File: config.mk
export PLATFORM = sky130hd
export DESIGN_NAME = amp_fault_protection_modulation
export DESIGN_NICKNAME = d
export VERILOG_FILES = /design/src/hdl/amp_fault_protection_modulation.v
export VERILOG_INCLUDE_DIRS = /design/src /design/src/hdl
export SDC_FILE = /design/constraint.sdc
export NUM_CORES = 1
export LEC_CHECK = 0
export BUFFER_PORTS_ARGS = -buffer_cell sky130_fd_sc_hd__buf_2
export CELL_PAD_IN_SITES_DETAIL_PLACEMENT = 2
export CELL_PAD_IN_SITES_GLOBAL_PLACEMENT = 2
export CORE_MARGIN = 2
export CORE_UTILIZATION = 37
export CTS_CLUSTER_DIAMETER = 40
export DETAILED_ROUTE_END_ITERATION = 10
export PLACE_DENSITY_LB_ADDON = 0.12
export REMOVE_ABC_BUFFERS = 1
export SYNTH_ARGS = -nofsm -noshare
export SYNTH_HDL_FRONTEND = slang
export SYNTH_SLANG_ARGS = --single-unit
File: constraint.sdc
create_clock -name aclk -period 7 [get_ports aclk]
set_clock_uncertainty 0.15 [all_clocks]
set_input_delay 0.35 -clock aclk [delete_from_list [all_inputs] [get_ports aclk]]
set_output_delay 0.35 -clock aclk [all_outputs]
set_load 0.01 [all_outputs]
File: src/hdl/amp_prot_consts.vh
// constants for the class-d supervision and modulation block
`ifndef AMP_PROT_CONSTS_VH
`define AMP_PROT_CONSTS_VH
// axi4-lite register byte offsets
`define REG_CTRL 8'h00
`define REG_STATUS 8'h04
`define REG_IRQ_STAT 8'h08
`define REG_IRQ_EN 8'h0C
`define REG_IRQ_CLR 8'h10
`define REG_DUTY 8'h14
// ctrl fields
`define CTRL_RESET 32'h0000_0000
// irq bit positions
`define IRQ_OC 0
`define IRQ_OT 1
`define IRQ_DC 2
`define IRQ_UV 3
`define IRQ_OV 4
`define IRQ_W 5
// timing
`define CLK_HZ 50000000
`define DC_TIME_MS 420
`define STARTUP_TIME_MS 10
`define DC_CYCLES ((`CLK_HZ / 1000) * `DC_TIME_MS)
`define STARTUP_CYCLES ((`CLK_HZ / 1000) * `STARTUP_TIME_MS)
// modulation
`define PWM_PERIOD 8'hFF
`define DUTY_HALF 8'h80
`define DC_DUTY_HI 8'h99
`define DC_DUTY_LO 8'h66
`define SSPW_IDLE 8'h26
// axi responses
`define RESP_OKAY 2'h0
`define RESP_SLVERR 2'h2
`endif

File: src/hdl/amp_fault_protection_modulation.v
// supervision, fault latching and pwm modulation for a stereo class-d stage
// Contract
// - over-current latches fault, flag low, outputs hi-z
// - over-temperature latches fault, shutdown, flag low
// - dc-detect latches fault, flag low, hi-z
// - undervoltage hi-z without flag, self-clearing
// - overvoltage hi-z without flag, self-clearing
// - duty over 60% same polarity 420ms faults; in single-side mode the code trips at a duty over about 20%
// - latched faults clear only through shutdown low
// - grounded left inputs at power-up select mono
// - select pin low dual-edge, high single-side
// - dual-edge halves swing rail, in phase idle
// - positive signal: pos half above, neg below
// - single-side mode idles at about 15%
// - single-side falling half rails to ground
// - start-up lasts 10 ms before amplification
// - shutdown low mutes, low-current; high operates
//
// Our own choices: the AXI4-Lite slave port and the address map.
`timescale 1ns/1ps
`default_nettype none
`include "amp_prot_consts.vh"

module amp_fault_protection_modulation #(
    parameter DC_CYCLES = `DC_CYCLES,
    parameter STARTUP_CYCLES = `STARTUP_CYCLES
) (
    // clock and reset
    input wire aclk,
    input wire aresetn,
    // analog comparator indications and pins (asynchronous)
    input wire over_current_in,
    input wire over_temp_in,
    input wire supply_under_in,
    input wire supply_over_in,
    input wire shutdown_in_low,
    input wire modulation_select_pin,
    input wire left_input_plus_gnd,
    input wire left_input_minus_gnd,
    input wire mute_in,
    // audio sample per channel, signed, from loop filter logic
    input wire [7:0] audio_left,
    input wire [7:0] audio_right,
    // power stage
    output reg [1:0] out_pos_half,
    output reg [1:0] out_neg_half,
    output reg [1:0] out_drive_en,
    output reg fault_flag_out,
    output reg low_current_out,
    output wire irq,
    // axi4-lite write address
    input wire [7:0] s_axi_awaddr,
    input wire s_axi_awvalid,
    output wire s_axi_awready,
    // axi4-lite write data
    input wire [31:0] s_axi_wdata,
    input wire [3:0] s_axi_wstrb,
    input wire s_axi_wvalid,
    output wire s_axi_wready,
    // axi4-lite write response
    output reg [1:0] s_axi_bresp,
    output reg s_axi_bvalid,
    input wire s_axi_bready,
    // axi4-lite read address
    input wire [7:0] s_axi_araddr,
    input wire s_axi_arvalid,
    output wire s_axi_arready,
    // axi4-lite read data
    output reg [31:0] s_axi_rdata,
    output reg [1:0] s_axi_rresp,
    output reg s_axi_rvalid,
    input wire s_axi_rready
);

    localparam ST_OFF = 2'h0;
    localparam ST_START = 2'h1;
    localparam ST_RUN = 2'h2;
    localparam ST_FAULT = 2'h3;
    localparam NSYNC = 9;

    // two-flop synchronisers for all pin inputs
    wire [NSYNC-1:0] pins_raw = {mute_in, left_input_minus_gnd, left_input_plus_gnd,
        modulation_select_pin, shutdown_in_low, supply_over_in, supply_under_in,
        over_temp_in, over_current_in};
    reg [NSYNC-1:0] sync1_q;
    reg [NSYNC-1:0] sync2_q;
    always @(posedge aclk) begin
        if (!aresetn) begin
            sync1_q <= {NSYNC{1'b0}};
            sync2_q <= {NSYNC{1'b0}};
        end else begin
            sync1_q <= pins_raw;
            sync2_q <= sync1_q;
        end
    end
    wire oc_s = sync2_q[0];
    wire ot_s = sync2_q[1];
    wire uv_s = sync2_q[2];
    wire ov_s = sync2_q[3];
    wire sd_low_s = ~sync2_q[4];
    wire modulation_select_pin_s = sync2_q[5];
    wire left_gnd_s = sync2_q[6] & sync2_q[7];
    wire mute_s = sync2_q[8];

    reg [1:0] state_q;
    reg [31:0] start_cnt_q;
    reg [2:0] latch_q;
    reg mono_q;
    reg strap_done_q;
    reg [31:0] dc_cnt_q [0:1];
    reg [1:0] dc_pol_q;
    reg [7:0] pwm_cnt_q;
    reg [31:0] ctrl_q;
    reg [`IRQ_W-1:0] irq_stat_q;
    reg [`IRQ_W-1:0] irq_en_q;

    wire soft_mute = ctrl_q[0];
    wire self_clear = uv_s | ov_s;
    wire dc_hit = (dc_cnt_q[0] > DC_CYCLES) | (dc_cnt_q[1] > DC_CYCLES);
    wire [2:0] new_fault = {dc_hit, ot_s, oc_s};

    // mono strap caught once after reset release, never under reset
    always @(posedge aclk) begin
        if (!aresetn) begin
            mono_q <= 1'b0;
            strap_done_q <= 1'b0;
        end else if (!strap_done_q && state_q == ST_START) begin
            mono_q <= left_gnd_s;
            strap_done_q <= 1'b1;
        end
    end

    // latched faults; an over-current or over-temperature fault present while shutdown is low stays set, dc-detect clears
    always @(posedge aclk) begin
        if (!aresetn)
            latch_q <= 3'h0;
        else if (sd_low_s)
            latch_q <= new_fault & {1'b0, ot_s, oc_s};
        else
            latch_q <= latch_q | new_fault;
    end

    // operating state
    always @(posedge aclk) begin
        if (!aresetn) begin
            state_q <= ST_OFF;
            start_cnt_q <= 32'h0000_0000;
        end else begin
            case (state_q)
                ST_OFF: begin
                    start_cnt_q <= 32'h0000_0000;
                    if (!sd_low_s && latch_q == 3'h0)
                        state_q <= ST_START;
                end
                ST_START: begin
                    start_cnt_q <= start_cnt_q + 32'h0000_0001;
                    if (sd_low_s)
                        state_q <= ST_OFF;
                    else if (latch_q != 3'h0 || new_fault != 3'h0)
                        state_q <= ST_FAULT;
                    else if (start_cnt_q >= STARTUP_CYCLES - 1)
                        state_q <= ST_RUN;
                end
                ST_RUN: begin
                    if (sd_low_s)
                        state_q <= ST_OFF;
                    else if (latch_q != 3'h0 || new_fault != 3'h0)
                        state_q <= ST_FAULT;
                end
                default: begin
                    // leave only through shutdown, then full start-up again
                    if (sd_low_s)
                        state_q <= ST_OFF;
                end
            endcase
        end
    end

    // pwm carrier
    always @(posedge aclk) begin
        if (!aresetn)
            pwm_cnt_q <= 8'h00;
        else
            pwm_cnt_q <= pwm_cnt_q + 8'h01;
    end

    // duty of each half per channel; mono drives both from the right input
    reg [7:0] duty_p [0:1];
    reg [7:0] duty_n [0:1];
    integer ch;
    reg [7:0] smp;
    reg [7:0] mag;
    always @* begin
        smp = 8'h00;
        mag = 8'h00;
        for (ch = 0; ch < 2; ch = ch + 1) begin
            smp = (ch == 0 && !mono_q) ? audio_left : audio_right;
            mag = smp[7] ? (~smp + 8'h01) : smp;
            if (!modulation_select_pin_s) begin
                duty_p[ch] = `DUTY_HALF + smp;
                duty_n[ch] = `DUTY_HALF - smp;
            end else if (smp[7]) begin
                duty_p[ch] = 8'h00;
                duty_n[ch] = `SSPW_IDLE + mag;
            end else if (smp != 8'h00) begin
                duty_p[ch] = `SSPW_IDLE + mag;
                duty_n[ch] = 8'h00;
            end else begin
                duty_p[ch] = `SSPW_IDLE;
                duty_n[ch] = `SSPW_IDLE;
            end
        end
    end

    // board mute only holds the stage off; it raises no flag
    wire run_ok = (state_q == ST_RUN) && !self_clear && !soft_mute && !mute_s;

    // outputs and dc detector per channel
    genvar g;
    generate
        for (g = 0; g < 2; g = g + 1) begin : g_ch
            wire pos_big = duty_p[g] > duty_n[g] &&
                (duty_p[g] - duty_n[g]) > (`DC_DUTY_HI - `DC_DUTY_LO);
            wire neg_big = duty_n[g] > duty_p[g] &&
                (duty_n[g] - duty_p[g]) > (`DC_DUTY_HI - `DC_DUTY_LO);
            always @(posedge aclk) begin
                if (!aresetn) begin
                    out_pos_half[g] <= 1'b0;
                    out_neg_half[g] <= 1'b0;
                    out_drive_en[g] <= 1'b0;
                    dc_cnt_q[g] <= 32'h0000_0000;
                    dc_pol_q[g] <= 1'b0;
                end else begin
                    out_pos_half[g] <= run_ok && (pwm_cnt_q < duty_p[g]);
                    out_neg_half[g] <= run_ok && (pwm_cnt_q < duty_n[g]);
                    out_drive_en[g] <= run_ok;
                    if (!run_ok || !(pos_big || neg_big) || dc_pol_q[g] != pos_big)
                        dc_cnt_q[g] <= 32'h0000_0000;
                    else if (dc_cnt_q[g] <= DC_CYCLES)
                        dc_cnt_q[g] <= dc_cnt_q[g] + 32'h0000_0001;
                    dc_pol_q[g] <= pos_big;
                end
            end
        end
    endgenerate

    always @(posedge aclk) begin
        if (!aresetn) begin
            fault_flag_out <= 1'b1;
            low_current_out <= 1'b1;
        end else begin
            fault_flag_out <= ~((latch_q | new_fault) != 3'h0);
            low_current_out <= sd_low_s;
        end
    end

    // interrupt status: set wins over clear
    wire [`IRQ_W-1:0] events = {ov_s, uv_s, latch_q};
    reg aw_held_q;
    reg w_held_q;
    reg [7:0] awaddr_q;
    reg [31:0] wdata_q;
    wire wr_go = aw_held_q && w_held_q && !s_axi_bvalid;
    wire clr_hit = wr_go && awaddr_q == `REG_IRQ_CLR;
    always @(posedge aclk) begin
        if (!aresetn)
            irq_stat_q <= 5'h00;
        else
            irq_stat_q <= (irq_stat_q & ~(clr_hit ? wdata_q[`IRQ_W-1:0] : 5'h00)) | events;
    end
    assign irq = (irq_stat_q & irq_en_q) != 5'h00;

    // axi4-lite write path
    assign s_axi_awready = !aw_held_q;
    assign s_axi_wready = !w_held_q;
    always @(posedge aclk) begin
        if (!aresetn) begin
            aw_held_q <= 1'b0;
            w_held_q <= 1'b0;
            awaddr_q <= 8'h00;
            wdata_q <= 32'h0000_0000;
            s_axi_bvalid <= 1'b0;
            s_axi_bresp <= `RESP_OKAY;
            ctrl_q <= `CTRL_RESET;
            irq_en_q <= 5'h00;
        end else begin
            if (s_axi_awvalid && !aw_held_q) begin
                aw_held_q <= 1'b1;
                awaddr_q <= s_axi_awaddr;
            end
            if (s_axi_wvalid && !w_held_q) begin
                w_held_q <= 1'b1;
                wdata_q <= s_axi_wdata;
            end
            if (wr_go) begin
                aw_held_q <= 1'b0;
                w_held_q <= 1'b0;
                s_axi_bvalid <= 1'b1;
                s_axi_bresp <= `RESP_OKAY;
                // byte strobes ignored on every register; full word expected
                if (awaddr_q == `REG_CTRL)
                    ctrl_q <= wdata_q;
                else if (awaddr_q == `REG_IRQ_EN)
                    irq_en_q <= wdata_q[`IRQ_W-1:0];
                else if (awaddr_q != `REG_IRQ_CLR)
                    s_axi_bresp <= `RESP_SLVERR;
            end else if (s_axi_bvalid && s_axi_bready)
                s_axi_bvalid <= 1'b0;
        end
    end

    // axi4-lite read path
    assign s_axi_arready = !s_axi_rvalid;
    always @(posedge aclk) begin
        if (!aresetn) begin
            s_axi_rvalid <= 1'b0;
            s_axi_rdata <= 32'h0000_0000;
            s_axi_rresp <= `RESP_OKAY;
        end else if (s_axi_arvalid && !s_axi_rvalid) begin
            s_axi_rvalid <= 1'b1;
            s_axi_rresp <= `RESP_OKAY;
            if (s_axi_araddr == `REG_CTRL)
                s_axi_rdata <= ctrl_q;
            else if (s_axi_araddr == `REG_STATUS)
                s_axi_rdata <= {24'h000000, mono_q, modulation_select_pin_s, latch_q, state_q, fault_flag_out};
            else if (s_axi_araddr == `REG_IRQ_STAT)
                s_axi_rdata <= {27'h0000000, irq_stat_q};
            else if (s_axi_araddr == `REG_IRQ_EN)
                s_axi_rdata <= {27'h0000000, irq_en_q};
            else if (s_axi_araddr == `REG_IRQ_CLR)
                s_axi_rdata <= 32'h0000_0000;
            else if (s_axi_araddr == `REG_DUTY)
                s_axi_rdata <= {duty_n[1], duty_p[1], duty_n[0], duty_p[0]};
            else begin
                s_axi_rdata <= 32'h0000_0000;
                s_axi_rresp <= `RESP_SLVERR;
            end
        end else if (s_axi_rvalid && s_axi_rready)
            s_axi_rvalid <= 1'b0;
    end

endmodule // amp_fault_protection_modulation
`default_nettype wire

==> results of run 1 <==
==> critical path: stages (launching register included) <==
cell	delay, ns
dfxtp_1	0.43
buf_4	0.40
mux2i_1	0.24
ha_1	0.27
nor4b_4	0.36
nor2_4	0.12
a221o_1	0.34
a21oi_2	0.29
mux2i_1	0.43
nand2_1	0.14
o21ai_0	0.19
ha_1	0.45
nand4_1	0.20
a21oi_1	0.20
nor3_1	0.09
xnor2_1	0.14
o31ai_2	0.35
mux2_2	0.39
nand2_1	0.07
buf_4	0.38
==> routing by layer <==
layer / vias up / GRT usage / wire, um
met3: 79 / 0.0409 / 1930
li1: 6471 / - / -
met5: - / 0 / 0
met2: 243 / 0.457 / 26400
met1: 6804 / 0.316 / 23000
met4: 0 / 0.0967 / 1830
==> kinds of logic (layout without fill, tap and decap cells) <==
family | after synthesis | after routing | share of synthesized area
and+or+nand+nor | 702 | 702 | 0.230
xor gates and xnor gates | 110 | 110 | 0.0659
AOI/OAI and AO/OA | 382 | 382 | 0.168
other | 1 | 16 | 0.000254
adders and majority gates | 76 | 76 | 0.0666
DFF | 258 | 258 | 0.394
buffers and inverters | 154 | 359 | 0.0429
muxes | 40 | 40 | 0.0318
==> metrics by stage <==
step                      hold slack [ns]  utilization
final                              0.0803        0.456
after global routing               0.0843        0.456
after CTS                          0.0445        0.456
after detailed placement            0.273        0.402
after global placement              0.266        0.402
after floorplan                     0.262            -
==> layout by cell type, fill, tap and decap left out, types with 16 or more instances in the layout <==
cell           instances
buf_2                127
edfxtp_1              64
nor3_1                34
a31oi_1               19
mux2i_1               27
nand3_1               51
and3_1                16
nor2_1               191
inv_1                 60
nand2b_1              17
nor2b_1               23
ha_1                  72
a221oi_1              16
a21oi_1              142
nand2_1              227
nor4_1                16
dlygate4sd3_1         54
xnor2_1               47
conb_1                16
o21ai_0               63
clkbuf_16             52
xor2_1                62
nand4_1               33
a21o_1                16
dfxtp_1              194
and2_1                25
buf_4                 23
==> power by group <==
group / switching [mW] / total [mW] / internal (mW)
Clock: 0.869 / 2.31 / 1.44
Sequential: 0.0339 / 1.60 / 1.57
Combinational: 0.403 / 0.648 / 0.246
==> area by class of cell <==
class,instances,area (um2),area share
clock buffer,63,1370,0.0760
clock inverter,28,248,0.0137
inverter,64,241,0.0134
multi-input combinational,1326,8380,0.464
sequential,258,5810,0.322
tap,525,657,0.0364
timing repair buffer,204,1350,0.0747
==> path summary, 6_finish.rpt <==
kind / to / slack [ns] / cells past startpoint
worst max-delay path: dc_cnt_q[0][9] / 1.00 / 19
worst min-delay path: s_axi_rdata[0] / 0.08 / 4
worst max register to register: dc_cnt_q[0][9] / 1.00 / 19
worst min register to register: sync2_q[0] / 0.28 / 1
==> state kept, by name, indices dropped and copies added (netlist names), 2 cells and up <==
register	flops
awaddr_q	8
pwm_cnt_q	8
wdata_q	32
irq_stat_q	5
state_q	2
sync1_q	9
dc_cnt_q	64
s_axi_rdata	32
dc_pol_q	2
sync2_q	9
out_pos_half	2
out_neg_half	2
ctrl_q	32
latch_q	3
irq_en_q	5
start_cnt_q	32
==> flow_summary.json, run 1 <==
{
  "synth-edff-count": 64,
  "clkTransAtPathRegs_ns": 0.05,
  "cts_tree": "yes",
  "tns_ns": 0,
  "insertion_delay_ns": 0.57,
  "worstPathRequired_ns": 7.06,
  "ys_seq_area_frac": 0.394,
  "p_total_mw": 4.56,
  "cts_made_buffers": 49,
  "min-delay-start": "s_axi_araddr[5]",
  "p_per_area_nw_per_um2": 253,
  "vias": 13600,
  "post-cts-setup-buffers": 0,
  "clk_path_buf_depth": 3,
  "netlist_instances": 1723,
  "dpl_cell_area_um2": 15900,
  "first_pass_iters": 5,
  "synth.most_common_cell": "nand2_1",
  "yosysUniqueCellTypes": 99,
  "irDropWorstVdd_mv": 0.161,
  "critPathMaxFanout": 32,
  "wirelength_um": 53100,
  "synth_top_area_frac": 0.264,
  "grt_max_degree": 90,
  "grtUsageTotal": 0.259,
  "async_flop_share": 0,
  "cts.sinks": 258,
  "synth.avg_cell_area_um2": 8.55,
  "critPathKind": "reg -> reg",
  "final_hold_viol_count": 0,
  "p_leak_nw": 7.07,
  "nNetsFinal": 2063,
  "post-place-ws_ns": 0.800,
  "diodes": 0,
  "fp-row-count": 73,
  "initial_utilization": 0.373,
  "cp-start-kind": "register",
  "dp_hpwl_um": 35300,
  "netlist_area_um2": 14700,
  "rsz0062_at_grt": "no",
  "placed_cells": 2323,
  "drt-initial-drc-count": 465,
  "grt_pass1_vias": 15000,
  "finalCritPeriodShare": 0.857,
  "worst_pin_slew_ns": 1.01,
  "end_kind": "register",
  "drive_gt1_frac": 0.146,
  "root_buffer": "clkbuf_16",
  "grt_overflow": 0,
  "core_area_um2": 39500,
  "report.final.slew_viol_count": 0,
  "cp.arrival_ns": 6.06,
  "fin_ws_ns": 1.00,
  "synth_area_leader_cell": "dfxtp_1",
  "port_buffers": 127,
  "setup_viol": 0,
  "yosysWarnings": 0,
  "antenna_found_initial": 1,
  "fillers": 4302,
  "htreeDepth": 2,
  "cts_resized": 0,
  "crit_start": "mono_q",
  "status": "finished clean",
  "wire_per_inst_um": 21.5,
  "finalCriticalPeriod_ns": 6.00,
  "area_delta_synth_final_pct": 22.5,
  "drc": 0,
  "fin_area_um2": 18000,
  "synthTopCellsByArea": "dfxtp_1 26%, edfxtp_1 13%, ha_1 6.1%, nand2_1 5.8%, nor2_1 4.9%",
  "ctsHoldBuffers": 54,
  "io_pins": 134,
  "r2r_start": "mono_q",
  "maxCapViolations": 0,
  "chipHeight_um": 204,
  "hold_class": "in -> reg",
  "place_congestion": 0.840,
  "fmax_mhz": 167,
  "vias_per_cell": 5.51,
  "grt_pass1_wl_um": 84700,
  "die_area_um2": 41400,
  "synth_common_cells": "227 x nand2_1, 194 x dfxtp_1, 191 x nor2_1",
  "ant_nets": 0,
  "ys_seq_elements": 258,
  "synth_ff_type": "dfxtp_1",
  "stdcell_count": 2468,
  "die_w_um": 204,
  "relSlewSlack": 0.317
}
Note: power is estimated with default switching activity, not from simulation.
==> run 2: changes to the inputs <==
--- a/config.mk
+++ b/config.mk
@@ -13,6 +13,7 @@
 export CORE_UTILIZATION = 37
 export CTS_CLUSTER_DIAMETER = 40
 export DETAILED_ROUTE_END_ITERATION = 10
+export MAX_ROUTING_LAYER = met4
 export PLACE_DENSITY_LB_ADDON = 0.12
 export REMOVE_ABC_BUFFERS = 1
 export SYNTH_ARGS = -nofsm -noshare
==> run 2 against run 1 <==
Effect of this change:
- sequential cell count stayed put
- hold slack worse by 0.0050 ns
- wire length is 0.22% higher
- combinational power hardly changed
- cell count hardly changed
- final area hardly changed
- register-to-register slack better by 0.02 ns
==> flow_summary.json, run 2 (synthesized netlist as in run 1, its figures left out) <==
{
  "post-place-ws_ns": 0.800,
  "finalCritPeriodShare": 0.855,
  "port_buffers": 127,
  "p_per_area_nw_per_um2": 253,
  "ant_nets": 0,
  "worstPathRequired_ns": 7.06,
  "fillers": 4301,
  "drc": 0,
  "rsz0062_at_grt": "no",
  "largest_register": "dc_cnt_q",
  "grt_max_degree": 90,
  "antenna_found_initial": 1,
  "root_buffer": "clkbuf_16",
  "seq_area_um2": 5810,
  "relSlewSlack": 0.303,
  "p_leak_nw": 7.07,
  "nNetsFinal": 2063,
  "chipHeight_um": 204,
  "clk_path_buf_depth": 3,
  "fin_ws_ns": 1.02,
  "rr_worst_depth": 19,
  "initial_utilization": 0.373,
  "layout_common_cells": "227 x nand2_1, 194 x dfxtp_1, 191 x nor2_1",
  "hold_class": "in -> reg",
  "area_delta_synth_final_pct": 22.5,
  "multiInputGateArea_um2": 8380,
  "status": "finished clean",
  "first_pass_iters": 5,
  "finalCriticalPeriod_ns": 5.98,
  "io_pins": 134,
  "placed_cells": 2323,
  "place_congestion": 0.853,
  "clkTransAtPathRegs_ns": 0.05,
  "dp_hpwl_um": 35300,
  "vias_per_cell": 5.52,
  "fp-row-count": 73,
  "worst_pin_slew_ns": 1.02,
  "stdcell_count": 2469,
  "crit_cells": 19,
  "die_w_um": 204,
  "end_kind": "register",
  "largest_register_ffs": 64,
  "cts.sinks": 258,
  "cts_made_buffers": 49,
  "fmax_mhz": 167,
  "wire_per_inst_um": 21.6,
  "hold_depth": 4,
  "rrSetupSlack_ns": 1.02,
  "grt_pass1_wl_um": 84600,
  "grt_overflow": 0,
  "drive_gt1_frac": 0.146,
  "wirelength_um": 53300,
  "critPathMaxFanout": 32,
  "cts_resized": 0,
  "layout_commonest_cell": "nand2_1",
  "irDropWorstVdd_mv": 0.161,
  "htreeDepth": 2,
  "cp_num_buf_inv": 2,
  "die_area_um2": 41400,
  "cts_tree": "yes",
  "path_delay_family": "compound AO/OA/AOI/OAI gates",
  "setup_viol": 0,
  "insertion_delay_ns": 0.57,
  "tns_ns": 0,
  "maxCapViolations": 0,
  "crit_chain": "buf_4 -> mux2i_1 -> ha_1 -> nor4b_4 -> nor2_4 -> a221o_1 -> a21oi_2 -> mux2i_1 -> nand2_1 -> o21ai_0 -> ha_1 -> nand4_1 -> a21oi_1 -> nor3_1 -> xnor2_1 -> o31ai_2 -> mux2_2 -> nand2_1 -> buf_4",
  "cp-start-kind": "register",
  "fin_util": 0.456,
  "cp.arrival_ns": 6.05,
  "critPathKind": "reg -> reg",
  "core_area_um2": 39500,
  "grtUsageTotal": 0.266,
  "vias": 13600,
  "drt-initial-drc-count": 525,
  "report.final.slew_viol_count": 0,
  "final_hold_viol_count": 0,
  "cpPeakStageDelay_ns": 0.45,
  "critical-path-slowest-cell": "ha_1",
  "grt_pass1_vias": 15000
}
-- run 2: path summary, 6_finish.rpt --
| check | end | from |
|---|---|---|
| max | dc_cnt_q[0][6] | mono_q |
| min | s_axi_rdata[0] | s_axi_araddr[5] |
| max reg2reg | dc_cnt_q[0][6] | mono_q |
| min reg2reg | sync2_q[0] | sync1_q[0] |
-- run 2: worst reg2reg max path: cells and delay by family, from the launching register on --
kind            cells  cell delay, ns
mux                 3            1.05
xor+xnor            1            0.14
simple gates        6            0.98
fa+ha+maj           2            0.72
flops               1            0.43
buf+inv             2            0.78
compound gates      5            1.39
-- run 2: layout make-up --
| type | count | share of cell area |
|---|---|---|
| inverters | 64 | 0.0134 |
| clock inverters | 28 | 0.0137 |
| flip-flops and latches | 258 | 0.322 |
| multi-input cells | 1326 | 0.464 |
| repair buffers | 204 | 0.0747 |
| well taps | 525 | 0.0364 |
| clock buffers | 63 | 0.0760 |
| diodes | 1 | 0.000139 |
-- run 2: timing repair --
item                                   in CTS  in global routing
hold buffers                               54                  0
endpoints found under the hold margin      53                  0
buffers inserted                            0                  0
-- run 2: power by group --
| group | switching [mW] | internal, mW |
|---|---|---|
| Clock | 0.872 | 1.44 |
| Combinational | 0.402 | 0.246 |
| Sequential | 0.0338 | 1.57 |
| Total | 1.31 | 3.26 |
-- run 2: per-stage QoR --
step | hold WS [ns] | total power, mW | area [um2]
6_report | 0.0753 | 4.56 | 18100
5_1_grt | 0.0842 | 4.75 | 18100
4_1_cts | 0.0445 | 4.59 | 18000
3_5_place_dp | 0.273 | 2.24 | 15900
3_3_place_gp | 0.266 | 2.22 | 15900
2_1_floorplan | 0.262 | 2.02 | 14400
-- run 2: per-layer routing --
layer / vias up / wire (um) / global-route usage
li1: 6474 / - / -
met1: 6826 / 23100 / 0.315
met2: 238 / 26400 / 0.458
met3: 87 / 1840 / 0.0399
met4: 0 / 1860 / 0.0967
met5: - / 0 / -
==> run 3: changes to the inputs <==
--- a/config.mk
+++ b/config.mk
@@ -10,7 +10,7 @@
 export CELL_PAD_IN_SITES_DETAIL_PLACEMENT = 2
 export CELL_PAD_IN_SITES_GLOBAL_PLACEMENT = 2
 export CORE_MARGIN = 2
-export CORE_UTILIZATION = 37
+export CORE_UTILIZATION = 33
 export CTS_CLUSTER_DIAMETER = 40
 export DETAILED_ROUTE_END_ITERATION = 10
 export MAX_ROUTING_LAYER = met4
==> constraint.sdc (replaced) <==
create_clock -name aclk -period 5.46 [get_ports aclk]
set_clock_uncertainty 0.15 [all_clocks]
set_input_delay 0.273 -clock aclk [delete_from_list [all_inputs] [get_ports aclk]]
set_output_delay 0.273 -clock aclk [all_outputs]
set_load 0.01 [all_outputs]
==> run 3 against run 2 <==
Effect of this change:
- first-iteration DRC count is 13% higher
- via count is 0.19% higher
- clock power is 35% higher
- combinational power is 35% higher
- sequential cell count stayed put
- largest power group unchanged
- core utilization is 3.5 points lower
- final area is 3.0% higher
- highest routed layer unchanged
==> flow_summary.json, run 3 (synthesized netlist as in run 1, its figures left out) <==
{
  "hold_slack_ns": 0.0479,
  "finalCritPeriodShare": 0.948,
  "wire_per_inst_um": 20.2,
  "finalCriticalPeriod_ns": 5.17,
  "grt_overflow": 0,
  "grt_max_degree": 56,
  "pwr-share-comb": 0.145,
  "path_delay_family": "compound AO/OA/AOI/OAI gates",
  "chipHeight_um": 215,
  "ant_nets": 0,
  "fp-row-count": 77,
  "dp_hpwl_um": 36300,
  "root_buffer": "clkbuf_16",
  "cp_common_cell": "mux2i_1",
  "cpPeakStageDelay_ns": 0.44,
  "die_area_um2": 46400,
  "cts.sinks": 258,
  "drt-initial-drc-count": 594,
  "cts_tree": "yes",
  "clk_path_buf_depth": 3,
  "cp_num_buf_inv": 2,
  "layout_commonest_cell": "nand2_1",
  "p_clk_frac": 0.517,
  "relSlewSlack": 0.359,
  "htreeDepth": 2,
  "area_delta_synth_final_pct": 26.2,
  "status": "finished clean",
  "crit_chain": "mux2i_1 -> ha_1 -> mux2i_1 -> a32oi_1 -> a211oi_1 -> o32ai_1 -> xor2_1 -> buf_4 -> a31o_1 -> ha_2 -> nand4_1 -> a21oi_1 -> nor3_1 -> xnor2_1 -> o31ai_2 -> mux2_2 -> nand2_1 -> buf_12",
  "placed_cells": 2416,
  "port_buffers": 127,
  "grt_pass1_wl_um": 82600,
  "fillers": 4907,
  "p_int_mw": 4.34,
  "maxCapViolations": 0,
  "switchingPower_mw": 1.73,
  "io_pins": 134,
  "stdcell_count": 2577,
  "cp-start-kind": "register",
  "seqPwrFrac": 0.338,
  "fmax_mhz": 193,
  "drc": 0,
  "critPathKind": "reg -> reg",
  "hold_class": "in -> reg",
  "irDropWorstVdd_mv": 0.239,
  "end_kind": "register",
  "worstPathRequired_ns": 5.59,
  "worst_pin_slew_ns": 0.959,
  "largest_register": "dc_cnt_q",
  "rsz0062_at_grt": "no",
  "critPathMaxFanout": 32,
  "layout_common_cells": "227 x nand2_1, 193 x dfxtp_1, 191 x nor2_1",
  "setup_viol": 0,
  "place_congestion": 0.891,
  "wirelength_um": 52200,
  "p_leak_nw": 7.31,
  "report.final.slew_viol_count": 0,
  "vias_per_cell": 5.30,
  "nNetsFinal": 2100,
  "core_area_um2": 44100,
  "cts_made_buffers": 51,
  "grt_pass1_vias": 14800,
  "final_hold_viol_count": 0,
  "drive_gt1_frac": 0.162,
  "multiInputGateArea_um2": 8400,
  "largest_register_ffs": 64,
  "swShare": 0.285,
  "critical-path-slowest-cell": "ha_2",
  "antenna_found_initial": 1,
  "grtUsageTotal": 0.229,
  "seq_area_um2": 5810,
  "p_per_area_nw_per_um2": 326,
  "initial_utilization": 0.334,
  "cp.arrival_ns": 5.31,
  "first_pass_iters": 5,
  "vias": 13700,
  "clkTransAtPathRegs_ns": 0.05,
  "die_w_um": 215,
  "insertion_delay_ns": 0.60
}
## run 3: changes by cell type in the layout (fill, tap and decap cells not counted), moves of 3 or more
cell,delta
buf_4,+26
clkbuf_1,-3
clkinvlp_4,-3
dlygate4sd3_1,+6
## run 3: final timing paths
path,from,endpoint,slack (ns),cells past startpoint
setup / recovery,mono_q,dc_cnt_q[0][0],0.29,18
hold / removal,s_axi_araddr[4],s_axi_rdata[0],0.05,3
setup reg to reg,mono_q,dc_cnt_q[0][0],0.29,18
hold reg to reg,sync1_q[6],sync2_q[6],0.29,1
## run 3: repair_timing
item,CTS,global route
hold endpoints to repair,56,0
setup endpoints to repair,0,56
buffers inserted,0,3
gates resized for setup,0,9
hold buffers,60,0
## run 3: routing by layer
layer / share of wire / track usage / vias to the layer above
li1: - / - / 6550
met1: 0.45 / 0.280 / 6796
met2: 0.49 / 0.381 / 219
met3: 0.033 / 0.0345 / 86
met4: 0.034 / 0.0874 / 0
met5: 0 / - / -
## run 3: through the flow
stage / total power, mW / area, um2 / worst slack (ns) / util / setup TNS (ns)
floorplan: 2.59 / 14400 / -0.241 / - / -7.73
global placement: 2.88 / 16200 / 0.196 / 0.367 / 0
detailed placement: 2.91 / 16200 / 0.0837 / 0.367 / 0
CTS: 6.13 / 18500 / 0.0748 / 0.420 / 0
global route: 6.33 / 18600 / 0.00998 / 0.421 / 0
finish: 6.07 / 18600 / 0.286 / 0.421 / 0
## run 3: worst reg2reg max path: stages (launching register included)
cell      delay (ns)
dfxtp_2         0.41
mux2i_1         0.29
ha_1            0.33
mux2i_1         0.27
a32oi_1         0.23
a211oi_1        0.35
o32ai_1         0.17
xor2_1          0.18
buf_4           0.17
a31o_1          0.27
ha_2            0.44
nand4_1         0.14
a21oi_1         0.18
nor3_1          0.09
xnor2_1         0.14
o31ai_2         0.34
mux2_2          0.39
nand2_1         0.11
buf_12          0.21
## run 3: area by class of cell
cell class | instances | share of cell area
well taps | 592 | 0.0398
flip-flops and latches | 258 | 0.312
diodes | 3 | 0.000404
multi-input cells | 1326 | 0.452
repair buffers | 239 | 0.0890
inverters | 64 | 0.0130
clock inverters | 34 | 0.0194
clock buffers | 61 | 0.0740
## run 3: power by group through the flow
stage	combinational [mW]	clock, mW	sequential, mW
2_1_floorplan	0.505	0	2.08
3_3_place_gp	0.793	0	2.09
3_5_place_dp	0.817	0	2.09
4_1_cts	0.859	3.22	2.05
5_1_grt	0.971	3.30	2.06
6_report	0.877	3.14	2.05
